<file path="config.mk">
export PLATFORM = sky130hd
export DESIGN_NAME = ttc_top
export DESIGN_NICKNAME = d
export VERILOG_FILES = /design/src/ttc_tick.v /design/src/ttc_top.v
export VERILOG_INCLUDE_DIRS = /design/src
export SDC_FILE = /design/constraint.sdc
export NUM_CORES = 1
export LEC_CHECK = 0
export BUFFER_PORTS_ARGS = -buffer_cell sky130_fd_sc_hd__buf_2
export CORE_ASPECT_RATIO = 1.4
export CORE_MARGIN = 5
export CORE_UTILIZATION = 41
export CTS_CLUSTER_DIAMETER = 50
export DETAILED_ROUTE_END_ITERATION = 6
export GPL_ROUTABILITY_DRIVEN = 0
export MAX_ROUTING_LAYER = met4
export REMOVE_ABC_BUFFERS = 1
export SYNTH_ARGS = -nofsm -noshare
export SYNTH_HDL_FRONTEND = slang
export SYNTH_SLANG_ARGS = --single-unit
</file>
<file path="constraint.sdc">
create_clock -name ref_clk_i -period 6.7 [get_ports ref_clk_i]
set_input_delay 0.67 -clock ref_clk_i [delete_from_list [all_inputs] [get_ports ref_clk_i]]
set_output_delay 0.67 -clock ref_clk_i [all_outputs]
set_load 0.01 [all_outputs]
</file>
<file path="src/ttc_defines.vh">
`ifndef TTC_DEFINES_VH
`define TTC_DEFINES_VH
// time base divisors
`define TTC_DIV_SLOW 4'hc
`define TTC_DIV_FAST 4'h6
// timer mode register fields
`define TTC_TM0_MODE_LO 0
`define TTC_TM0_MODE_HI 1
`define TTC_TM0_CT 2
`define TTC_TM0_GATE 3
`define TTC_TM1_MODE_LO 4
`define TTC_TM1_MODE_HI 5
`define TTC_TM1_CT 6
`define TTC_TM1_GATE 7
// modes
`define TTC_MODE_13 2'h0
`define TTC_MODE_16 2'h1
`define TTC_MODE_RLD 2'h2
`define TTC_MODE_SPLIT 2'h3
// mode 0 low byte width
`define TTC_M0_LOW_MAX 5'h1f
`define TTC_BYTE_MAX 8'hff
`define TTC_T2_MAX 16'hffff
`endif

</file>
<file path="src/ttc_tick.v">
`timescale 1ns/10ps
`default_nettype none
`include "ttc_defines.vh"
// time-base prescaler: one pulse every 12 or 6 clocks
module ttc_tick (
  input wire ref_clk_i,
  input wire rstn_i,
  input wire fast_i,
  output wire tick_o
);
  reg [3:0] cnt_ff;
  wire [3:0] lim;
  assign lim = fast_i ? `TTC_DIV_FAST : `TTC_DIV_SLOW;
  assign tick_o = (cnt_ff >= lim - 4'h1);
  // restart on terminal count; a switch to fast mid-period ends early
  always @(posedge ref_clk_i or negedge rstn_i)
  begin
    if (!rstn_i)
      cnt_ff <= 4'h0;
    else if (tick_o)
      cnt_ff <= 4'h0;
    else
      cnt_ff <= cnt_ff + 4'h1;
  end
endmodule
`default_nettype wire

</file>
<file path="src/ttc_top.v">
`timescale 1ns/10ps
`default_nettype none
`include "ttc_defines.vh"
module ttc_top (
  input wire ref_clk_i,
  input wire rstn_i,
  input wire [7:0] timer_mode_register_i,
  input wire run_bit0_i,
  input wire run_bit1_i,
  input wire speed_bit_timer_zero_i,
  input wire speed_bit_timer_one_i,
  input wire speed_bit_timer_two_i,
  input wire option_twelve_clk_i,
  input wire run_bit2_i,
  input wire timer_two_counter_select_i,
  input wire capture_select_i,
  input wire trigger_enable_i,
  input wire gate_input_pin0_i,
  input wire gate_input_pin1_i,
  input wire count_pin_zero_i,
  input wire count_pin_one_i,
  input wire count_pin_two_i,
  input wire trigger_pin_i,
  input wire clr_overflow_flag0_i,
  input wire clr_overflow_flag1_i,
  input wire clr_timer_two_overflow_flag_i,
  input wire clr_trigger_flag_i,
  input wire wr_count_low_byte0_i,
  input wire wr_count_high_byte0_i,
  input wire wr_count_low_byte1_i,
  input wire wr_count_high_byte1_i,
  input wire wr_timer_two_low_byte_i,
  input wire wr_timer_two_high_byte_i,
  input wire [7:0] wr_data_i,
  output wire [7:0] count_low_byte0_o,
  output wire [7:0] count_high_byte0_o,
  output wire [7:0] count_low_byte1_o,
  output wire [7:0] count_high_byte1_o,
  output wire [7:0] timer_two_low_byte_o,
  output wire [7:0] timer_two_high_byte_o,
  output wire [7:0] capture_low_byte_o,
  output wire [7:0] capture_high_byte_o,
  output wire overflow_flag0_o,
  output wire overflow_flag1_o,
  output wire timer_two_overflow_flag_o,
  output wire trigger_flag_o
);
  // count, capture and flag registers
  reg [7:0] tl0_ff;
  reg [7:0] th0_ff;
  reg [7:0] tl1_ff;
  reg [7:0] th1_ff;
  reg [7:0] tl2_ff;
  reg [7:0] th2_ff;
  reg [7:0] cap_lo_ff;
  reg [7:0] cap_hi_ff;
  reg of0_ff;
  reg of1_ff;
  reg of2_ff;
  reg trig_flag_ff;
  reg [3:0] pin_d_ff;
  // next values from the combinational blocks
  reg [7:0] nxt_tl0;
  reg [7:0] nxt_th0;
  reg [7:0] nxt_tl1;
  reg [7:0] nxt_th1;
  reg set_of0;
  reg set_of1;
  wire [2:0] tick;
  wire [2:0] speed;
  wire [3:0] pins;
  wire [3:0] fall;
  wire [1:0] mode0;
  wire [1:0] mode1;
  wire ct0;
  wire ct1;
  wire en0;
  wire en1;
  wire inc0;
  wire inc1;
  wire inc0_hi;
  wire inc2;
  wire [15:0] t2_sum;
  wire t2_wrap;
  wire capture;
  wire split0;
  // decode one timer's mode field
  function [1:0] mode_of;
    input [7:0] tm;
    input hi_half;
    begin
      mode_of = hi_half ? {tm[`TTC_TM1_MODE_HI], tm[`TTC_TM1_MODE_LO]}
                        : {tm[`TTC_TM0_MODE_HI], tm[`TTC_TM0_MODE_LO]};
    end
  endfunction
  assign speed = option_twelve_clk_i ? 3'h0
               : {speed_bit_timer_two_i, speed_bit_timer_one_i, speed_bit_timer_zero_i};
  // per-timer time base
  // one prescaler per timer, so each speed bit acts on its own timer only
  genvar g;
  generate
    for (g = 0; g < 3; g = g + 1)
    begin : g_tick
      ttc_tick i_ttc_tick (
        .ref_clk_i(ref_clk_i),
        .rstn_i(rstn_i),
        .fast_i(speed[g]),
        .tick_o(tick[g])
      );
    end
  endgenerate
  // external pins are synchronous; remember last level for falling edges
  // history resets low, so a pin held high through reset cannot fake an edge
  assign pins = {trigger_pin_i, count_pin_two_i, count_pin_one_i, count_pin_zero_i};
  always @(posedge ref_clk_i or negedge rstn_i)
  begin
    if (!rstn_i)
      pin_d_ff <= 4'h0;
    else
      pin_d_ff <= pins;
  end
  // falling edge: high last cycle, low now
  assign fall = pin_d_ff & ~pins;
  assign mode0 = mode_of(timer_mode_register_i, 1'b0);
  assign mode1 = mode_of(timer_mode_register_i, 1'b1);
  assign ct0 = timer_mode_register_i[`TTC_TM0_CT];
  assign ct1 = timer_mode_register_i[`TTC_TM1_CT];
  // timer zero split decides who owns timer one's run bit and flag
  assign split0 = (mode0 == `TTC_MODE_SPLIT);
  assign en0 = run_bit0_i & (~timer_mode_register_i[`TTC_TM0_GATE] | gate_input_pin0_i);
  // timer one keeps its gate but loses run bit to timer zero high byte
  assign en1 = (split0 ? 1'b1 : run_bit1_i)
             & (~timer_mode_register_i[`TTC_TM1_GATE] | gate_input_pin1_i);
  assign inc0 = en0 & (ct0 ? fall[0] : tick[0]);
  assign inc1 = en1 & (mode1 != `TTC_MODE_SPLIT) & (ct1 ? fall[1] : tick[1]);
  // split high byte counts time base under timer one run bit
  assign inc0_hi = split0 & run_bit1_i & tick[0];
  // timer zero next state per mode
  always @*
  begin
    nxt_tl0 = tl0_ff;
    nxt_th0 = th0_ff;
    set_of0 = 1'b0;
    set_of1 = 1'b0;
    if (inc0)
    begin
      case (mode0)
        // thirteen-bit count, upper low bits ignored
        `TTC_MODE_13:
        begin
          nxt_tl0 = {tl0_ff[7:5], tl0_ff[4:0] + 5'h01};
          if (tl0_ff[4:0] == `TTC_M0_LOW_MAX)
          begin
            nxt_th0 = th0_ff + 8'h01;
            set_of0 = (th0_ff == `TTC_BYTE_MAX);
          end
        end
        `TTC_MODE_16:
        begin
          nxt_tl0 = tl0_ff + 8'h01;
          if (tl0_ff == `TTC_BYTE_MAX)
          begin
            nxt_th0 = th0_ff + 8'h01;
            set_of0 = (th0_ff == `TTC_BYTE_MAX);
          end
        end
        `TTC_MODE_RLD:
        begin
          nxt_tl0 = (tl0_ff == `TTC_BYTE_MAX) ? th0_ff : tl0_ff + 8'h01;
          set_of0 = (tl0_ff == `TTC_BYTE_MAX);
        end
        // split low byte uses timer zero flag
        default:
        begin
          nxt_tl0 = tl0_ff + 8'h01;
          set_of0 = (tl0_ff == `TTC_BYTE_MAX);
        end
      endcase
    end
    // split high byte raises timer one flag
    if (inc0_hi)
    begin
      nxt_th0 = th0_ff + 8'h01;
      set_of1 = (th0_ff == `TTC_BYTE_MAX);
    end
  end
  // timer one next state; its flag is lost while timer zero is split
  reg set_of1_own;
  always @*
  begin
    nxt_tl1 = tl1_ff;
    nxt_th1 = th1_ff;
    set_of1_own = 1'b0;
    if (inc1)
    begin
      case (mode1)
        `TTC_MODE_13:
        begin
          nxt_tl1 = {tl1_ff[7:5], tl1_ff[4:0] + 5'h01};
          if (tl1_ff[4:0] == `TTC_M0_LOW_MAX)
          begin
            nxt_th1 = th1_ff + 8'h01;
            set_of1_own = (th1_ff == `TTC_BYTE_MAX);
          end
        end
        `TTC_MODE_16:
        begin
          nxt_tl1 = tl1_ff + 8'h01;
          if (tl1_ff == `TTC_BYTE_MAX)
          begin
            nxt_th1 = th1_ff + 8'h01;
            set_of1_own = (th1_ff == `TTC_BYTE_MAX);
          end
        end
        `TTC_MODE_RLD:
        begin
          nxt_tl1 = (tl1_ff == `TTC_BYTE_MAX) ? th1_ff : tl1_ff + 8'h01;
          set_of1_own = (tl1_ff == `TTC_BYTE_MAX);
        end
        default:
        begin
          nxt_tl1 = tl1_ff;
        end
      endcase
    end
  end
  // count registers; a software write wins over counting in the same cycle
  always @(posedge ref_clk_i or negedge rstn_i)
  begin
    if (!rstn_i)
    begin
      tl0_ff <= 8'h00;
      th0_ff <= 8'h00;
      tl1_ff <= 8'h00;
      th1_ff <= 8'h00;
    end
    else
    begin
      tl0_ff <= wr_count_low_byte0_i ? wr_data_i : nxt_tl0;
      th0_ff <= wr_count_high_byte0_i ? wr_data_i : nxt_th0;
      tl1_ff <= wr_count_low_byte1_i ? wr_data_i : nxt_tl1;
      th1_ff <= wr_count_high_byte1_i ? wr_data_i : nxt_th1;
    end
  end
  assign inc2 = run_bit2_i & (timer_two_counter_select_i ? fall[2] : tick[2]);
  assign t2_sum = {th2_ff, tl2_ff} + 16'h0001;
  // capture-mode wrap
  // a byte write in the wrap cycle still raises the flag: the count did wrap
  assign t2_wrap = inc2 & capture_select_i & ({th2_ff, tl2_ff} == `TTC_T2_MAX);
  assign capture = capture_select_i & trigger_enable_i & fall[3];
  // timer two counts only in capture mode; other modes are not built here
  always @(posedge ref_clk_i or negedge rstn_i)
  begin
    if (!rstn_i)
    begin
      tl2_ff <= 8'h00;
      th2_ff <= 8'h00;
      cap_lo_ff <= 8'h00;
      cap_hi_ff <= 8'h00;
    end
    else
    begin
      // a write beats counting, as for timers zero and one
      if (wr_timer_two_low_byte_i)
        tl2_ff <= wr_data_i;
      else if (inc2 & capture_select_i)
        tl2_ff <= t2_sum[7:0];
      if (wr_timer_two_high_byte_i)
        th2_ff <= wr_data_i;
      else if (inc2 & capture_select_i)
        th2_ff <= t2_sum[15:8];
      if (capture)
      begin
        cap_lo_ff <= tl2_ff;
        cap_hi_ff <= th2_ff;
      end
    end
  end
  // sticky flags; a set in the clear cycle wins
  always @(posedge ref_clk_i or negedge rstn_i)
  begin
    if (!rstn_i)
    begin
      of0_ff <= 1'b0;
      of1_ff <= 1'b0;
      of2_ff <= 1'b0;
      trig_flag_ff <= 1'b0;
    end
    else
    begin
      of0_ff <= set_of0 | (of0_ff & ~clr_overflow_flag0_i);
      // timer one flag owned by split high byte when timer zero is in mode 3
      of1_ff <= (split0 ? set_of1 : set_of1_own)
              | (of1_ff & ~clr_overflow_flag1_i);
      of2_ff <= t2_wrap | (of2_ff & ~clr_timer_two_overflow_flag_i);
      trig_flag_ff <= capture | (trig_flag_ff & ~clr_trigger_flag_i);
    end
  end
  // outputs come straight from registers
  assign count_low_byte0_o = tl0_ff;
  assign count_high_byte0_o = th0_ff;
  assign count_low_byte1_o = tl1_ff;
  assign count_high_byte1_o = th1_ff;
  assign timer_two_low_byte_o = tl2_ff;
  assign timer_two_high_byte_o = th2_ff;
  assign capture_low_byte_o = cap_lo_ff;
  assign capture_high_byte_o = cap_hi_ff;
  assign overflow_flag0_o = of0_ff;
  assign overflow_flag1_o = of1_ff;
  assign timer_two_overflow_flag_o = of2_ff;
  assign trigger_flag_o = trig_flag_ff;
endmodule
`default_nettype wire

</file>
### After elaboration in Yosys (flattened, before gate mapping)

Index checks and enable logic that the tools add are counted.

| storage, ports and cells | value |
|---|---|
| register bits after elaboration | 84 |
| output and inout bits | 68 |
| word-level logic and storage cells | 144 |

| operators by class | value |
|---|---|
| magnitude comparators | 3 |
| bitwise operators | 30 |
| reductions and logical operators | 17 |
| add/sub/neg operators | 13 |
| equality and inequality tests | 19 |
| muxes and demuxes | 44 |

Operators by type and width:

| cell | count |
|---|---|
| 8-bit two-way mux | 19 |
| 8-bit one-hot mux with 2 select lines | 3 |
| 8-bit by 1-bit adder with 8-bit output (second input constant) | 4 |
| 8-bit equality test (second input constant) | 4 |
| 4-bit two-way mux | 6 |
| 8-bit one-hot mux with 3 select lines | 1 |
| 16-bit by 1-bit adder with 16-bit output (second input constant) | 1 |
| 1-bit bitwise AND | 16 |
| 16-bit equality test (second input constant) | 1 |
| 4-bit by 1-bit adder with 4-bit output (second input constant) | 3 |
| 4-bit >= comparator | 3 |
| 1-bit two-way mux | 12 |
| 4-bit by 1-bit subtractor with 4-bit output (second input constant) | 3 |
| 5-bit by 1-bit adder with 5-bit output (second input constant) | 2 |
| 5-bit equality test (second input constant) | 2 |
| 2-bit nonzero test | 5 |
| 3-bit nonzero test | 3 |
| 4-bit inequality test (second input constant) | 2 |
| 4-bit AND reduction | 2 |
| 4-bit nonzero test | 2 |
| 2-bit equality test (second input constant) | 3 |
| 2-bit inequality test (second input constant) | 3 |
| 3-bit inequality test (second input constant) | 2 |
| 1-bit inverter | 6 |
| 10 further kinds | 18 |

### Logic depth before layout (Yosys ltp)

| depth | value |
|---|---|
| depth after elaboration | 9 |
| mapped depth | 10 |
| depth with buffers taken out | 9 |

### Modules after synthesis

A second synthesis with hierarchy kept.

| second synthesis, totals | value |
|---|---|
| cells, all modules | 508 |
| area total of the unflattened synthesis | 5,074.9 um^2 |

Modules (own cells, without submodules):

| module | cells an instance | area each (um^2) | instances |
|---|---|---|---|
| ttc_top | 445 | 4,410.5 | 1 |
| ttc_tick | 21 | 221.5 | 3 |

### Worst setup path after synthesis

Ideal clock, no wire load.

| timing path | value |
|---|---|
| kind | input to register |
| start | input option_twelve_clk_i |
| end | register th1_ff[3], in the netlist count_high_byte1_o[3] |
| library setup time | 0.125 ns |
| path buffers | 0 |
| path slack | 4.365 ns |
| stages on the path | 9 |
| arrival | 2.211 ns |
| path through | nand2b_1 inv_1 ha_1 a21o_1 a21oi_1 o21a_1 nor3_1 xor2_1 mux2_2 |

| between the ends | value |
|---|---|
| word-level cells in the longest chain between the ends | 8 |

Ends and longest elaborated chain:

| item | RTL line | source |
|---|---|---|
| start, declared | ttc_top.v:13 | `input wire option_twelve_clk_i,` |
| 3-bit two-way mux | ttc_top.v:96 | `assign speed = option_twelve_clk_i ? 3'h0` |
| 4-bit two-way mux (no source line) | - |  |
| 4-bit by 1-bit subtractor with 4-bit output | ttc_tick.v:14 | `assign tick_o = (cnt_ff >= lim - 4'h1);` |
| 4-bit >= comparator | ttc_tick.v:14 |  |
| 1-bit two-way mux | ttc_top.v:135 | `` assign inc1 = en1 & (mode1 != `TTC_MODE_SPLIT) & (ct1 ? fall[1] : tick[1]); `` |
| 1-bit bitwise AND | ttc_top.v:135 |  |
| 2-bit nonzero test (no source line) | - |  |
| 4-bit AND reduction (no source line) | - |  |
| end signal, assigned | ttc_top.v:242 | `th1_ff <= wr_count_high_byte1_i ? wr_data_i : nxt_th1;` |
| end, declared | ttc_top.v:52 | `reg [7:0] th1_ff;` |

No other way between the ends.
A chain may end at the register's enable or synchronous reset.

### Worst setup path after layout

| timing path | value |
|---|---|
| start | input option_twelve_clk_i |
| end | register tl2_ff[7], in the netlist timer_two_low_byte_o[7] |

| between the ends | value |
|---|---|
| word-level cells in the longest chain between the ends | 8 |

Ends and longest elaborated chain:

| item | RTL line | source |
|---|---|---|
| 3-bit two-way mux | ttc_top.v:96 |  |
| 4-bit two-way mux (no source line) | - |  |
| 4-bit by 1-bit subtractor with 4-bit output | ttc_tick.v:14 |  |
| 4-bit >= comparator | ttc_tick.v:14 |  |
| 1-bit two-way mux | ttc_top.v:245 | `assign inc2 = run_bit2_i & (timer_two_counter_select_i ? fall[2] : tick[2]);` |
| 1-bit bitwise AND | ttc_top.v:245 |  |
| 1-bit bitwise AND | ttc_top.v:266 | `else if (inc2 & capture_select_i)` |
| 2-bit nonzero test (no source line) | - |  |
| end signal, assigned | ttc_top.v:265 | `tl2_ff <= wr_data_i;` |
| end signal, assigned | ttc_top.v:267 | `tl2_ff <= t2_sum[7:0];` |
| end, declared | ttc_top.v:53 | `reg [7:0] tl2_ff;` |

No other way between the ends.

==> key figures <==
CTS
  – Post-CTS Hold Fix Bufs: 0
  – Clock Tree Buf Depth: 2
  – Post-CTS setup buffers: 0
  – Clock transition at the registers of the reported paths: around 0.060 ns
  – Htree depth: 3
  – Resized cells post-CTS: 0
  – CTS tree: built
  – Skew-Pair Late Insertion Delay: ~0.34 ns
  – CTS buffer count: 9
  – TritonCTS Sinks: 84
  – Clk root buf: clkbuf_16

Critical path
  – CP max FO: 15
  – Worst setup SP type: input pin
  – Most used cell, CP: nand3_1
  – CP Launch Point: option_twelve_clk_i
  – CP peak stage delay: around 0.77 ns
  – Reg2Reg Launch Point: g_tick[2].i_ttc_tick.cnt_ff[1]$_DFF_PN0_
  – FF-to-FF path depth: 7
  – Critical path type: input pin to flop
  – CP arrival: ~3.0 ns
  – WP buf/inv: 2
  – CP cell instances: buf_2 > nand2b_1 > inv_1 > ha_1 > a21o_1 > a21oi_1 > o21ai_1 > nand3_1 > or4_1 > nand3_1
  – Delay-heaviest family, CP: simple AND/OR/NAND/NOR gates
  – RR Endpoint: timer_two_low_byte_o[7]$_DFFE_PN0P_
  – Crit path max-delay cell type: o21ai_1
  – Required time worst endpoint: between 6 and 7 ns
  – Flop2flop setup slack: around 4.2 ns
  – CP endpoint kind: flop

Floorplanning
  – Die X: between 100 and 150 um
  – IO Count: ~110
  – Row cnt: 47
  – Starting Density: between 40% and 50%
  – Die Span Y: roughly 140 um
  – Total core area: between 0.01 and 0.015 mm^2
  – Die ar.: between 0.01 and 0.015 mm^2

Final layout
  – Largest register FFs: 12
  – Antenna diodes: 0
  – Fin util: about half
  – Ratio of cells with drive above 1 in the final layout: 25.0%
  – Largest reg by FF count: g_tick.i_ttc_tick.cnt_ff
  – Fillers: 1193
  – Commonest non-fill, non-tap cells in the layout: buf_2 (110), dfrtp_1 (84), nand2_1 (63)
  – P&R area growth vs syn: 19.5%
  – Commonest non-fill, non-tap cell in the layout: buf_2
  – # nets final: approximately 700

GRT
  – First-pass GRT wire length: roughly 22 mm
  – Vias in the first global route: ~4400
  – Pin count of the biggest net entering global routing: 63
  – GRT Overall Usage: approximately a fifth
  – GRT overflow: 0
  – Initial antenna violation count: 0

Synth
  – Distinct cells, synth: 60
  – Seq/Total Area, Yosys: between 40% and 50%
  – Syn_area_per_cell: around 9.4 um^2
  – Count of warnings emitted by yosys: 0
  – Mapped Area: 0.00498 mm^2
  – FFs w/ async S/R, synth: 100%
  – Number of synthesized flops with an enable pin: 0
  – Cells after Synth: roughly 530
  – FF+latch count, synth: 84
  – Predominant post-synthesis flop cell: dfrtp_1

STA
  – Achievable Freq: 361 MHz
  – Final Skew: 0.00769 ns
  – Final setup fails: 0
  – Tightest Pin Transition: 1.15 ns
  – Relative slew slack: between 20% and 30%
  – Setup TNS: 0 ns
  – Max-slew violations: 0
  – Worst Hold Slack: roughly 0.21 ns
  – Final hold violations: 0
  – Final period util: between 40% and 50%
  – Final period demand of the worst path: between 2 and 3 ns
  – RSZ-0062 raised after global routing: no

Placed design
  – Post-detail-place hpwl: between 10 and 15 mm
  – # port buffers: 111

Pwr
  – Leakage power: between 2 and 3 nW
  – Pwr Density: around 270 mW/mm^2
  – Worst VDD drop: roughly 0.00014 V

Route
  – Initial drt markers: about 120
  – Routed Antenna Nets: 0
  – WL final: 13.5 mm
  – Vias per cell: approximately 5.5
  – Pre-antenna DRT Iters: 4
  – Remaining DRCs: 0
  – Routed len/inst: between 15 and 20 um
  – Via count: around 4300

Status
  – Status: finished, final reports clean

Job
  – Max-Cap Viols: 0

Hold path
  – Worst min-delay path class: input pin to asynchronous set/reset pin
[worst max-delay path by stage]
stage | endpoint | slack (ns) | cells past startpoint
CTS | timer_two_low_byte_o[7]$_DFFE_PN0P_ | 3.93 | 10
detailed placement | timer_two_low_byte_o[7]$_DFFE_PN0P_ | 3.60 | 10
floorplan | timer_two_low_byte_o[7]$_DFFE_PN0P_ | 4.11 | 9
finish | timer_two_low_byte_o[7]$_DFFE_PN0P_ | 3.93 | 10
global placement | timer_two_low_byte_o[7]$_DFFE_PN0P_ | 3.67 | 10
global route | timer_two_low_byte_o[7]$_DFFE_PN0P_ | 3.68 | 10
[per-stage QoR]
| step | setup WS [ns] | cell area (um^2) | total power [W] | std cells |
|---|---|---|---|---|
| 4_1_cts | 3.93 | 5950 | 0.00162 | 790 |
| 6_report | 3.93 | 5950 | 0.00160 | 790 |
| 2_1_floorplan | 4.11 | 4910 | 0.000945 | 516 |
| 5_1_grt | 3.68 | 5950 | 0.00170 | 790 |
| 3_3_place_gp | 3.67 | 5660 | 0.00110 | 775 |
| 3_5_place_dp | 3.60 | 5660 | 0.00112 | 775 |
[power breakdown]
group | switching, W | leakage, nW | internal [W]
Clock | 0.000208 | 0.142 | 0.000287
Sequential | 0.0000995 | 1.02 | 0.000598
Combinational | 0.000225 | 1.57 | 0.000182
Total | 0.000533 | 2.73 | 0.00107
[cell type report]
class | instances | area [um^2] | share of cell area (%)
Tap cell | 147 | 184 | 3.09
Clock buffer | 9 | 225 | 3.79
Sequential cell | 84 | 2100 | 35.3
Inverter | 31 | 116 | 1.96
Timing Repair Buffer | 112 | 566 | 9.51
Multi-Input combinational cell | 401 | 2690 | 45.2
Clock inverter | 6 | 65.1 | 1.09
[cell usage after synthesis (4+ instances only)]
master	n	share of area [%]
mux2i_1	11	2.2
and3_1	12	1.5
nor3_1	6	0.60
clkbuf_1	12	0.90
mux2_2	20	4.5
and4_1	5	0.88
inv_1	31	2.3
a221oi_1	4	0.70
a221o_1	4	0.80
nor2b_1	4	0.50
dfrtp_1	84	42
nand2_1	63	4.7
a31oi_1	4	0.50
xor2_1	21	3.7
xnor2_1	12	2.1
nand2b_1	9	1.1
a21boi_0	4	0.60
nor2_1	36	2.7
o21ai_1	6	0.60
a21oi_1	15	1.5
o21ai_0	38	3.8
ha_1	20	5.0
nand3_1	35	3.5
nand4_1	14	1.8
[per-layer routing]
layer  vias to the layer above  GRT usage (%)  wire (um)
met2                        99           32.2       6790
met5                         -              -          0
met4                         0           7.71        331
met3                        22           3.13        592
li1                       2118              -          -
met1                      2097           24.6       5800
[cells by family after synthesis]
| kind of cell | after synthesis | synth area share [%] |
|---|---|---|
| compound gates | 110 | 15.1 |
| xor+xnor | 33 | 5.80 |
| fa+ha+maj | 20 | 5.03 |
| buf+inv | 47 | 3.74 |
| flops | 84 | 42.2 |
| mux | 31 | 6.73 |
| simple gates | 207 | 21.4 |
(Power assumes the default switching activity.)
